**src/design/rtcts_defs.svh**
```systemverilog
`ifndef RTCTS_DEFS_SVH
`define RTCTS_DEFS_SVH

// Register offsets on the internal register port
`define RTCTS_OFS_CTRL1 4'hE
`define RTCTS_OFS_CTRL2 4'hF
`define RTCTS_OFS_TRIM 4'h7

// Reset values
`define RTCTS_CTRL1_RST 8'h00
`define RTCTS_TRIM_RST 8'h00

// Trim register fields
`define RTCTS_TRIM_STEP_BIT 7
`define RTCTS_TRIM_MSB 6
`define RTCTS_TRIM_LSB 0

// Control two / status fields
`define RTCTS_THR_SEL_BIT 7
`define RTCTS_LOW_SUP_BIT 6
`define RTCTS_OSC_RUN_N_BIT 5
`define RTCTS_PWR_UP_BIT 4
`define RTCTS_SPARE_A_BIT 3
`define RTCTS_PER_FLAG_BIT 2
`define RTCTS_WALM_FLAG_BIT 1
`define RTCTS_DALM_FLAG_BIT 0

// Codes that apply no correction
`define RTCTS_TRIM_NONE_0 7'h00
`define RTCTS_TRIM_NONE_1 7'h01
`define RTCTS_TRIM_NONE_2 7'h40
`define RTCTS_TRIM_NONE_3 7'h41

// Nominal second, adjustment bases and half-second point, in crystal counts
`define RTCTS_SEC_BASE 16'h8000
`define RTCTS_SEC_POS_BASE 16'h7FFF
`define RTCTS_SEC_NEG_BASE 16'h7F80
`define RTCTS_SEC_HALF 16'h4000

// Correction periods in seconds
`define RTCTS_PERIOD_FINE 6'h3C
`define RTCTS_PERIOD_COARSE 6'h14

// One-hertz pulse mode pattern of control one
`define RTCTS_HZ_MASK 8'hCF
`define RTCTS_HZ_VALUE 8'h03

// Timing
`define RTCTS_CLK_MHZ 10
`define RTCTS_OSC_HALT_US 122
`define RTCTS_OSC_HALT_CYCLES (`RTCTS_OSC_HALT_US * `RTCTS_CLK_MHZ)
`define RTCTS_SAMPLE_US 7800
`define RTCTS_SAMPLE_CYCLES (`RTCTS_SAMPLE_US * `RTCTS_CLK_MHZ)

`endif

```
**src/design/rtcts_pkg.sv**
```systemverilog
package rtcts_pkg;

	typedef logic [7:0] rtcts_byte_t;
	typedef logic [3:0] rtcts_addr_t;
	typedef logic [6:0] rtcts_trim_t;

	typedef enum logic {
		MON_IDLE,
		MON_SAMPLE
	} rtcts_mon_e;

endpackage : rtcts_pkg

```
**src/design/rtcts_top.sv**
```systemverilog
// Summary of operation
// Codes 0, +1, -64, -63 mean no correction
// Positive code lengthens second by code minus one
// Negative code shortens second by distance from 80h
// Host programs only -62 through 63
// Trim byte: step select on top, value below
// Step select picks about 1.5 ppm or 0.5 ppm steps
// Only one second per period is altered
// Raw crystal output never touched by trim
// Pattern 0,0,x,x,0,0,1,1 gives 1 Hz pulse output
// Host limits accesses to two per second; rtcts_host sets no such limit
// Power-up resets both controls and trim
// Power-up sets power flag, clears low-supply flag
// Status bits D4, D5, D6 at Fh
// Power and supply flags clear-only; oscillator flag writable
// Oscillator halt clears running flag
// Supply below chosen threshold sets low-supply flag
// Power flag holds listed fields at zero
// Trim value is seven bits, 6 to 0
// Select bit picks 2.1 V or 1.35 V
// Supply sampled 7.8 ms per second until set
// Coarse step every 20 s, fine every 60 s
// Writing one to clear-only flag changes nothing
`timescale 1ns/1ps
`include "rtcts_defs.svh"

module rtcts_top #(
	parameter int SAMPLE_CYCLES = `RTCTS_SAMPLE_CYCLES,
	parameter int OSC_HALT_CYCLES = `RTCTS_OSC_HALT_CYCLES
) (
	// Clock and power-up reset
	input wire logic mclk,
	input wire logic rst_n,
	// Crystal
	input wire logic osc_level,
	output logic raw_crystal_output,
	// Register port
	input wire rtcts_pkg::rtcts_addr_t reg_addr,
	input wire rtcts_pkg::rtcts_byte_t reg_wdata,
	input wire logic reg_wr,
	output rtcts_pkg::rtcts_byte_t reg_rdata,
	// Events from alarm and periodic logic
	input wire logic periodic_event,
	input wire logic weekly_alarm_event,
	input wire logic daily_alarm_event,
	// Supply comparators
	input wire logic supply_below_high,
	input wire logic supply_below_low,
	output logic monitor_sample_en,
	// Corrected time base
	output logic second_tick,
	output logic irq_pulse_n,
	// Control state for neighbouring logic
	output rtcts_pkg::rtcts_byte_t control_one,
	output rtcts_pkg::rtcts_byte_t time_trim
);
	import rtcts_pkg::*;

	////////////////////////////////////////////////////////////////////////////
	// Crystal edge detection and raw output

	logic osc_d_reg, osc_d_next;
	logic raw_reg, raw_next;
	logic osc_tick;

	always_comb begin
		osc_d_next = osc_level;
		raw_next = osc_level;
	end

	always_ff @(posedge mclk or negedge rst_n) begin
		if (!rst_n) begin
			osc_d_reg <= 1'b0;
			raw_reg <= 1'b0;
		end else begin
			osc_d_reg <= osc_d_next;
			raw_reg <= raw_next;
		end
	end

	assign osc_tick = osc_level & ~osc_d_reg;
	assign raw_crystal_output = raw_reg;

	////////////////////////////////////////////////////////////////////////////
	// Oscillation halt sensing

	logic [15:0] halt_cnt_reg, halt_cnt_next;
	logic halt_seen;

	always_comb begin
		halt_cnt_next = halt_cnt_reg;
		halt_seen = 1'b0;
		if (osc_tick) begin
			halt_cnt_next = 16'h0000;
		end else if (halt_cnt_reg >= 16'(OSC_HALT_CYCLES - 1)) begin
			halt_seen = 1'b1;
		end else begin
			halt_cnt_next = halt_cnt_reg + 16'h0001;
		end
	end

	always_ff @(posedge mclk or negedge rst_n) begin
		if (!rst_n) begin
			halt_cnt_reg <= 16'h0000;
		end else begin
			halt_cnt_reg <= halt_cnt_next;
		end
	end

	////////////////////////////////////////////////////////////////////////////
	// Register file

	logic [7:0] ctrl1_reg, ctrl1_next;
	logic [7:0] trim_reg, trim_next;
	logic thr_sel_reg, thr_sel_next;
	logic low_sup_reg, low_sup_next;
	logic osc_run_n_reg, osc_run_n_next;
	logic pwr_up_reg, pwr_up_next;
	logic spare_a_reg, spare_a_next;
	logic per_flag_reg, per_flag_next;
	logic walm_reg, walm_next;
	logic dalm_reg, dalm_next;
	logic [7:0] rdata_reg, rdata_next;
	logic wr_ctrl1, wr_ctrl2, wr_trim;
	logic low_sup_set;

	assign wr_ctrl1 = reg_wr && (reg_addr == `RTCTS_OFS_CTRL1);
	assign wr_ctrl2 = reg_wr && (reg_addr == `RTCTS_OFS_CTRL2);
	assign wr_trim = reg_wr && (reg_addr == `RTCTS_OFS_TRIM);

	always_comb begin
		ctrl1_next = ctrl1_reg;
		trim_next = trim_reg;
		thr_sel_next = thr_sel_reg;
		spare_a_next = spare_a_reg;
		low_sup_next = low_sup_reg;
		osc_run_n_next = osc_run_n_reg;
		pwr_up_next = pwr_up_reg;
		per_flag_next = per_flag_reg;
		walm_next = walm_reg;
		dalm_next = dalm_reg;

		if (wr_ctrl1) begin
			ctrl1_next = reg_wdata;
		end
		if (wr_trim) begin
			trim_next = reg_wdata;
		end

		// Clear-only flags: a written one is ignored, a hardware set wins
		if (wr_ctrl2) begin
			thr_sel_next = reg_wdata[`RTCTS_THR_SEL_BIT];
			spare_a_next = reg_wdata[`RTCTS_SPARE_A_BIT];
			osc_run_n_next = reg_wdata[`RTCTS_OSC_RUN_N_BIT];
			if (!reg_wdata[`RTCTS_PWR_UP_BIT]) begin
				pwr_up_next = 1'b0;
			end
			if (!reg_wdata[`RTCTS_LOW_SUP_BIT]) begin
				low_sup_next = 1'b0;
			end
			if (!reg_wdata[`RTCTS_PER_FLAG_BIT]) begin
				per_flag_next = 1'b0;
			end
			if (!reg_wdata[`RTCTS_WALM_FLAG_BIT]) begin
				walm_next = 1'b0;
			end
			if (!reg_wdata[`RTCTS_DALM_FLAG_BIT]) begin
				dalm_next = 1'b0;
			end
		end

		if (low_sup_set) begin
			low_sup_next = 1'b1;
		end
		if (halt_seen) begin
			osc_run_n_next = 1'b0;
		end
		if (periodic_event) begin
			per_flag_next = 1'b1;
		end
		if (weekly_alarm_event) begin
			walm_next = 1'b1;
		end
		if (daily_alarm_event) begin
			dalm_next = 1'b1;
		end

		// Power-up flag holds the listed fields at zero until software clears it
		if (pwr_up_reg) begin
			ctrl1_next = 8'h00;
			trim_next = 8'h00;
			thr_sel_next = 1'b0;
			spare_a_next = 1'b0;
			low_sup_next = 1'b0;
			per_flag_next = 1'b0;
			walm_next = 1'b0;
			dalm_next = 1'b0;
		end
	end

	always_comb begin
		rdata_next = 8'h00;
		case (reg_addr)
			`RTCTS_OFS_CTRL1: begin
				rdata_next = ctrl1_reg;
			end
			`RTCTS_OFS_CTRL2: begin
				rdata_next[`RTCTS_THR_SEL_BIT] = thr_sel_reg;
				rdata_next[`RTCTS_LOW_SUP_BIT] = low_sup_reg;
				rdata_next[`RTCTS_OSC_RUN_N_BIT] = osc_run_n_reg;
				rdata_next[`RTCTS_PWR_UP_BIT] = pwr_up_reg;
				rdata_next[`RTCTS_SPARE_A_BIT] = spare_a_reg;
				rdata_next[`RTCTS_PER_FLAG_BIT] = per_flag_reg;
				rdata_next[`RTCTS_WALM_FLAG_BIT] = walm_reg;
				rdata_next[`RTCTS_DALM_FLAG_BIT] = dalm_reg;
			end
			`RTCTS_OFS_TRIM: begin
				rdata_next = trim_reg;
			end
			default: begin
				rdata_next = 8'h00;
			end
		endcase
	end

	always_ff @(posedge mclk or negedge rst_n) begin
		if (!rst_n) begin
			ctrl1_reg <= `RTCTS_CTRL1_RST;
			trim_reg <= `RTCTS_TRIM_RST;
			thr_sel_reg <= 1'b0;
			spare_a_reg <= 1'b0;
			low_sup_reg <= 1'b0;
			osc_run_n_reg <= 1'b0;
			pwr_up_reg <= 1'b1;
			per_flag_reg <= 1'b0;
			walm_reg <= 1'b0;
			dalm_reg <= 1'b0;
			rdata_reg <= 8'h00;
		end else begin
			ctrl1_reg <= ctrl1_next;
			trim_reg <= trim_next;
			thr_sel_reg <= thr_sel_next;
			spare_a_reg <= spare_a_next;
			low_sup_reg <= low_sup_next;
			osc_run_n_reg <= osc_run_n_next;
			pwr_up_reg <= pwr_up_next;
			per_flag_reg <= per_flag_next;
			walm_reg <= walm_next;
			dalm_reg <= dalm_next;
			rdata_reg <= rdata_next;
		end
	end

	assign reg_rdata = rdata_reg;
	assign control_one = ctrl1_reg;
	assign time_trim = trim_reg;

	////////////////////////////////////////////////////////////////////////////
	// Corrected second count

	logic sec_tick;
	logic half_low_n;

	rtcts_trim_counter u_trim (
		.mclk(mclk),
		.rst_n(rst_n),
		.osc_tick(osc_tick),
		.trim_step_select(trim_reg[`RTCTS_TRIM_STEP_BIT]),
		.trim_code(trim_reg[`RTCTS_TRIM_MSB:`RTCTS_TRIM_LSB]),
		.second_tick(sec_tick),
		.half_low_n(half_low_n)
	);

	assign second_tick = sec_tick;

	////////////////////////////////////////////////////////////////////////////
	// One-hertz pulse mode output

	logic irq_reg, irq_next;

	always_comb begin
		irq_next = 1'b1;
		if ((ctrl1_reg & `RTCTS_HZ_MASK) == `RTCTS_HZ_VALUE) begin
			irq_next = half_low_n;
		end
	end

	always_ff @(posedge mclk or negedge rst_n) begin
		if (!rst_n) begin
			irq_reg <= 1'b1;
		end else begin
			irq_reg <= irq_next;
		end
	end

	assign irq_pulse_n = irq_reg;

	////////////////////////////////////////////////////////////////////////////
	// Supply monitor sampling window

	rtcts_mon_e mon_reg, mon_next;
	logic [19:0] win_cnt_reg, win_cnt_next;
	logic below;

	assign below = thr_sel_reg ? supply_below_low : supply_below_high;

	always_comb begin
		mon_next = mon_reg;
		win_cnt_next = win_cnt_reg;
		low_sup_set = 1'b0;
		case (mon_reg)
			MON_IDLE: begin
				win_cnt_next = 20'h00000;
				if (sec_tick && !low_sup_reg && !pwr_up_reg) begin
					mon_next = MON_SAMPLE;
				end
			end
			MON_SAMPLE: begin
				if (below) begin
					low_sup_set = 1'b1;
					mon_next = MON_IDLE;
				end else if (win_cnt_reg >= 20'(SAMPLE_CYCLES - 1)) begin
					mon_next = MON_IDLE;
				end else begin
					win_cnt_next = win_cnt_reg + 20'h00001;
				end
			end
			default: begin
				mon_next = MON_IDLE;
			end
		endcase
	end

	always_ff @(posedge mclk or negedge rst_n) begin
		if (!rst_n) begin
			mon_reg <= MON_IDLE;
			win_cnt_reg <= 20'h00000;
		end else begin
			mon_reg <= mon_next;
			win_cnt_reg <= win_cnt_next;
		end
	end

	assign monitor_sample_en = (mon_reg == MON_SAMPLE);

endmodule : rtcts_top

```
**src/design/rtcts_trim_counter.sv**
```systemverilog
`timescale 1ns/1ps
`include "rtcts_defs.svh"

module rtcts_trim_counter (
	// Clock and reset
	input wire logic mclk,
	input wire logic rst_n,
	// Crystal time base
	input wire logic osc_tick,
	// Trim setting
	input wire logic trim_step_select,
	input wire rtcts_pkg::rtcts_trim_t trim_code,
	// Corrected time base
	output logic second_tick,
	output logic half_low_n
);
	import rtcts_pkg::*;

	logic [15:0] cnt_reg, cnt_next;
	logic [5:0] sec_reg, sec_next;
	logic tick_reg, tick_next;
	logic half_reg, half_next;
	logic [15:0] len;
	logic [5:0] period;

	always_comb begin
		// Only the first second of each period is stretched or shortened
		len = `RTCTS_SEC_BASE;
		if (sec_reg == 6'h00) begin
			if (trim_code == `RTCTS_TRIM_NONE_0 || trim_code == `RTCTS_TRIM_NONE_1 ||
				trim_code == `RTCTS_TRIM_NONE_2 || trim_code == `RTCTS_TRIM_NONE_3) begin
				len = `RTCTS_SEC_BASE;
			end else if (!trim_code[`RTCTS_TRIM_MSB]) begin
				len = `RTCTS_SEC_POS_BASE + {9'h000, trim_code};
			end else begin
				len = `RTCTS_SEC_NEG_BASE + {9'h000, trim_code};
			end
		end
		period = trim_step_select ? `RTCTS_PERIOD_FINE : `RTCTS_PERIOD_COARSE;
	end

	always_comb begin
		cnt_next = cnt_reg;
		sec_next = sec_reg;
		tick_next = 1'b0;
		half_next = half_reg;
		if (osc_tick) begin
			if (cnt_reg >= len - 16'h0001) begin
				cnt_next = 16'h0000;
				tick_next = 1'b1;
				sec_next = (sec_reg >= period - 6'h01) ? 6'h00 : sec_reg + 6'h01;
			end else begin
				cnt_next = cnt_reg + 16'h0001;
			end
			half_next = (cnt_next >= `RTCTS_SEC_HALF);
		end
	end

	always_ff @(posedge mclk or negedge rst_n) begin
		if (!rst_n) begin
			cnt_reg <= 16'h0000;
			sec_reg <= 6'h00;
			tick_reg <= 1'b0;
			half_reg <= 1'b0;
		end else begin
			cnt_reg <= cnt_next;
			sec_reg <= sec_next;
			tick_reg <= tick_next;
			half_reg <= half_next;
		end
	end

	assign second_tick = tick_reg;
	assign half_low_n = half_reg;

endmodule : rtcts_trim_counter

```
**config.mk**
```make
export PLATFORM = sky130hd
export DESIGN_NAME = rtcts_top
export DESIGN_NICKNAME = d
export VERILOG_FILES = /design/src/design/rtcts_pkg.sv /design/src/design/rtcts_top.sv /design/src/design/rtcts_trim_counter.sv
export VERILOG_INCLUDE_DIRS = /design/src /design/src/design
export SDC_FILE = /design/constraint.sdc
export NUM_CORES = 1
export LEC_CHECK = 0
export BUFFER_PORTS_ARGS = -buffer_cell sky130_fd_sc_hd__buf_2
export CAP_MARGIN = 25
export CORE_MARGIN = 4
export CORE_UTILIZATION = 45
export DETAILED_ROUTE_END_ITERATION = 10
export MAX_ROUTING_LAYER = met4
export PLACE_DENSITY = 0.62
export SLEW_MARGIN = 15
export SYNTH_ARGS = -nofsm -noshare
export SYNTH_HDL_FRONTEND = slang
export SYNTH_SLANG_ARGS = --single-unit
```
**constraint.sdc**
```tcl
create_clock -name mclk -period 5.1 [get_ports mclk]
set_clock_uncertainty 0.15 [all_clocks]
set_input_delay 1.02 -clock mclk [delete_from_list [all_inputs] [get_ports mclk]]
set_output_delay 1.02 -clock mclk [all_outputs]
set_load 0.1 [all_outputs]
```
# --- Yosys cells after proc, flatten, opt, wreduce, memory -nomap -nowiden ---
# Cells that the tools add are included.
op_classes:
  addsub: 8
  n_mul: 0
  n_div: 0
  magnitude_cmp: 5
  n_eq_ne: 14
  shift: 0
  mux: 51
  bitwise_logic: 4
  n_reduce_logical: 27
op_table:
  columns: ["operator", "n"]
  rows:
  - ["16-bit 2-to-1 mux", 7]
  - ["20-bit 2-to-1 mux", 2]
  - ["20-bit one-hot mux with 2 select lines", 1]
  - ["1-bit 2-to-1 mux", 33]
  - ["15-bit by 7-bit adder with 16-bit output, first input constant", 2]
  - ["16-bit by 1-bit adder with 16-bit output, second input constant", 2]
  - ["8-bit 2-to-1 mux", 4]
  - ["8-bit one-hot mux with 3 select lines", 1]
  - ["20-bit by 1-bit adder with 20-bit output, second input constant", 1]
  - ["20-bit by 17-bit greater-or-equal comparator with 1-bit output, second input constant", 1]
  - ["16-bit by 11-bit greater-or-equal comparator with 1-bit output, second input constant", 1]
  - ["16-bit by 15-bit greater-or-equal comparator with 1-bit output, second input constant", 1]
  - ["16-bit greater-or-equal comparator", 1]
  - ["16-bit by 1-bit subtractor with 16-bit output, second input constant", 1]
  - ["7-bit equality test, second input constant", 2]
  - ["2-bit AND reduction", 7]
  - ["6-bit 2-to-1 mux", 2]
  - ["3-bit by 1-bit inequality test with 1-bit output, second input constant", 4]
  - ["3-bit nonzero test", 4]
  - ["4-bit equality test, second input constant", 2]
  - ["2-bit nonzero test", 4]
  - ["7-bit by 1-bit equality test with 1-bit output, second input constant", 1]
  - ["7-bit zero test", 1]
  - ["6-bit by 1-bit adder with 6-bit output, second input constant", 1]
  - ["other kinds (12)", 23]
word_totals:
  ff_bits: 95
  latchBits: 0
  ramBits: 0
  romBits: 0
  out_inout_bits: 28
  elab_cells: 129
  memories: 0

# --- Longest topological paths before layout ---
logic_depth:
  depth_word: 11
  ltp_mapped: 19

# --- By module ---
# A second synthesis with hierarchy kept.
hier_totals:
  cells_unflattened: 570
  hier_area_um2: 5360.1
modules_own_cells:
  columns: ["mod", "instances", "cells_each", "area_each_um2"]
  rows:
  - ["rtcts_top", 1, 337, 3293.2]
  - ["rtcts_trim_counter", 1, 233, 2067.0]

# --- Worst setup path after synthesis ---
# OpenSTA, ideal clock, no wires.
synth_timing:
  kind: "reg2reg"
  from: "reg trim_reg[2], in the netlist time_trim[2]"
  to: "reg u_trim.sec_reg[5]"
  setup_time_ns: 0.119
  arrival_time_ns: 4.288
  t_required_ns: 4.831
  setup_slack_ns: 0.543
  stages_incl_launch_ff: 18
  period_less_slack_ns: 4.557
  cell_sequence: "dfrtp_1 buf_2 nor4_1 o21ai_1 nand3_1 ha_1 buf_1 and3_1 clkbuf_1 mux2_2 a21oi_1 ha_1 nand4_1 or4_1 a31oi_1 buf_4 mux2i_1 nand2_1"
synth_between:
  elab_chain_cells: 9
synth_lines:
  columns: ["item", "line", "text"]
  rows:
  - ["from (decl)", "rtcts_top.sv:114", "logic [7:0] trim_reg, trim_next;"]
  - ["from (signal assigned)", "rtcts_top.sv:229", "trim_reg <= `RTCTS_TRIM_RST;"]
  - ["from (signal assigned)", "rtcts_top.sv:241", "trim_reg <= trim_next;"]
  - ["branches (longest 4 deep; another with 15-bit by 7-bit adder with 16-bit output)", null, null]
  - ["16-bit 2-to-1 mux *", "rtcts_trim_counter.sv:30", "if (trim_code == `RTCTS_TRIM_NONE_0 || trim_code == `RTCTS_TRIM_NONE_1 ||"]
  - ["16-bit 2-to-1 mux *", "rtcts_trim_counter.sv:29", "if (sec_reg == 6'h00) begin"]
  - ["16-bit by 1-bit subtractor with 16-bit output *", "rtcts_trim_counter.sv:48", "if (cnt_reg >= len - 16'h0001) begin"]
  - ["16-bit greater-or-equal comparator *", "rtcts_trim_counter.sv:48", null]
  - ["2-bit AND reduction (no source line) *", null, null]
  - ["to (signal assigned)", "rtcts_trim_counter.sv:67", "sec_reg <= sec_next;"]
  - ["to (decl)", "rtcts_trim_counter.sv:20", "logic [5:0] sec_reg, sec_next;"]
# Mark *: on every way between the ends.
# A chain may end at the register's enable or synchronous reset.

# --- Worst setup path after layout ---
layout_timing:
  from: "reg trim_reg[2], in the netlist time_trim[2]"
  to: "reg u_trim.sec_reg[4]"
# The elaborated chain is that of the path after synthesis.

==> results.txt <==
RSZ-0062 raised after global routing - no
CP max FO - 20
PwrDens - 371.4 nW/µm²
Final Hold Vio Count - 0
ANT cells - 0
max cap viols - 0
Design Area, Final - 5892 µm²
post-synthesis net count - 604
Final setup viols - 0
yosys warns - 0
hold buffer count at cts - 0
worst hold path class - flip-flop to flip-flop
placed cell area - 5583 µm²
Synth Cell Area - 5229 µm²
status - finished clean
fmax - 0.2317 GHz
RD Place Congestion - 0.8548
DIE HEIGHT - 115.8 µm
Final Max Tran Viols - 0
startpoint types - flip-flop
Tot Pwr - 2.188 mW
core box area - 11420 µm²
synth unique cells - 56
via count of the routed design - 4164
post-synthesis sequential area ratio - 45.51%
max FFs per register - 20
post-synthesis register bit count - 95
postcts setup bufs - 0
# H-tree levels - 3
number of synthesized flops with an enable pin - 0
Worst-path clk slew - 0.07 ns
vias in the first global route - 3945
Max VDD drop - 0.3537 mV
crit path kind - flip-flop to flip-flop
Async SR Flop Fraction - 100.0%
post-layout min period - 4.316 ns
setup TNS - 0 ns
WP data required - 5.19 ns
first-pass GRT wire length - 19420 µm
Leakage - 2.795 nW
grt total ovfl - 0
hold path cells - 1
CTS tree - built
Final Cycle Share - 84.63%
Row Count - 39
P&R area growth vs syn - 12.68%
Die X - 115.8 µm
post-detailed-routing wire length - 11540 µm
Worst Setup End Kind - flip-flop
Initial Util - 45.79%
WL/cell - 15.52 µm
commonest non-fill, non-tap cell in the layout - dfrtp_1
clock buffer depth - 2
HPWL after DPL - 8059 µm
post-CTS sizing - 0
Remaining DRCs - 0
reg2reg path depth - 14
ANT nets after route - 0
die area - 13410 µm²
Initial DRT Pass Iterations - 5
Worst slew margin - 42.36%
Avg Inst Size Synth - 9.387 µm²
vias per cell - 5.597
most frequent cells in the layout - 93 x dfrtp_1, 55 x nand2_1, 47 x buf_2
share of layout cells above drive strength 1 - 13.64%
CP arrival - 4.41 ns
largest net degree at the start of global routing - 62
Nets - 643
initial antenna violation count - 0
Worst-Margin Slew - 0.8614 ns
Syn Inst Count - 557
CTS Root Cell - clkbuf_16
predominant post-synthesis flop cell - dfrtp_1
IO Port Bufs - 48
Num CTS Buffers - 9
clk sink count - 95
Iter 0 DRT Violations - 374
Skew-Pair Late Insertion Delay - 0.35 ns
Top-Level Pins - 49
GRT Util Overall - 18.74%
==> area by class of cell <==
cell class,instances,area (µm²)
Clock buffer,11,252.7
Clock inverter,5,56.30
Fill cell,1104,5527
Inverter,23,86.33
Multi-Input combinational cell,414,2658
Sequential cell,95,2380
Tap cell,143,178.9
Timing Repair Buffer,53,280.3
==> cells by family after synthesis <==
group | after synthesis | synth area share [%]
flip-flops | 95 | 45.51
AO/OA/AOI/OAI | 100 | 12.11
XOR/XNOR | 42 | 7.035
buffers and inverters | 48 | 3.757
adder cells (fa/ha/maj) | 26 | 6.222
multiplexers | 7 | 1.388
AND/OR/NAND/NOR | 239 | 23.98
==> metal layers <==
metal / share of wire [%] / global-route usage [%] / vias up
li1: - / - / 2048
met1: 49 / 26.13 / 1997
met2: 46 / 27.20 / 101
met3: 3.9 / 3.342 / 18
met4: 1.8 / 7.347 / 0
met5: 0 / - / -
==> worst max-delay path, stage by stage (launching register included) <==
cell and delay [ns]:
dfrtp_1 0.51, nor4_1 0.47, o21ai_1 0.22, nand3_1 0.17, ha_1 0.34, and3_1 0.31, mux2_2 0.36, a21oi_1 0.13
ha_1 0.16, nand4_1 0.10, or4_1 0.54, a31oi_1 0.16, buf_4 0.26, o21ai_0 0.12, a32o_1 0.21
==> metrics by stage <==
stage,hold slack (ns),utilization [%],worst slack [ns],cells
after CTS,0.3420,51.60,0.8091,744
after floorplan,0.2937,-,0.5427,557
final,0.3371,51.60,0.7841,744
after global routing,0.3571,51.60,0.4478,744
after global placement,0.3114,48.89,0.9598,728
after detailed placement,0.3241,48.89,0.8163,728
==> where the power goes <==
group | leakage (nW) | switching, mW | internal, mW | total, mW
Sequential | 1.25 | 0.104 | 0.823 | 0.927
Combinational | 1.40 | 0.417 | 0.153 | 0.569
Clock | 0.152 | 0.286 | 0.406 | 0.692
==> worst paths after layout <==
check                                  start            endpoint  slack (ns)
worst max-delay path            time_trim[2]   u_trim.sec_reg[4]        0.78
worst min-delay path             low_sup_reg   monitor_sample_en        0.34
max in group asynchronous              rst_n          pwr_up_reg        3.20
worst min register to register   low_sup_reg   monitor_sample_en        0.34
worst max register to register  time_trim[2]   u_trim.sec_reg[4]        0.78
min in group asynchronous              rst_n  u_trim.cnt_reg[12]        0.61
==> synthesized netlist by cell type, drive strengths merged (4+ instances only) <==
master | instances | area [µm²]
mux2i | 5 | 50.05
inv | 23 | 86.33
a222oi | 8 | 80.08
xor2 | 22 | 192.7
nand4 | 18 | 125.1
and4 | 5 | 43.79
o21a | 4 | 30.03
ha | 26 | 325.3
a31oi | 8 | 50.05
and2 | 22 | 137.6
xnor2 | 20 | 175.2
and3 | 12 | 75.07
nor2b | 6 | 37.54
nand2 | 55 | 206.5
clkbuf | 17 | 63.81
o21ai | 21 | 105.1
nor3 | 11 | 60.06
buf | 8 | 46.29
nor4 | 8 | 71.32
nand2b | 8 | 50.05
dfrtp | 93 | 2327
nor2 | 39 | 148.9
a211oi | 4 | 30.03
a21oi | 38 | 190.2
nand3 | 46 | 230.2
Power figures use the tool's default switching activity.
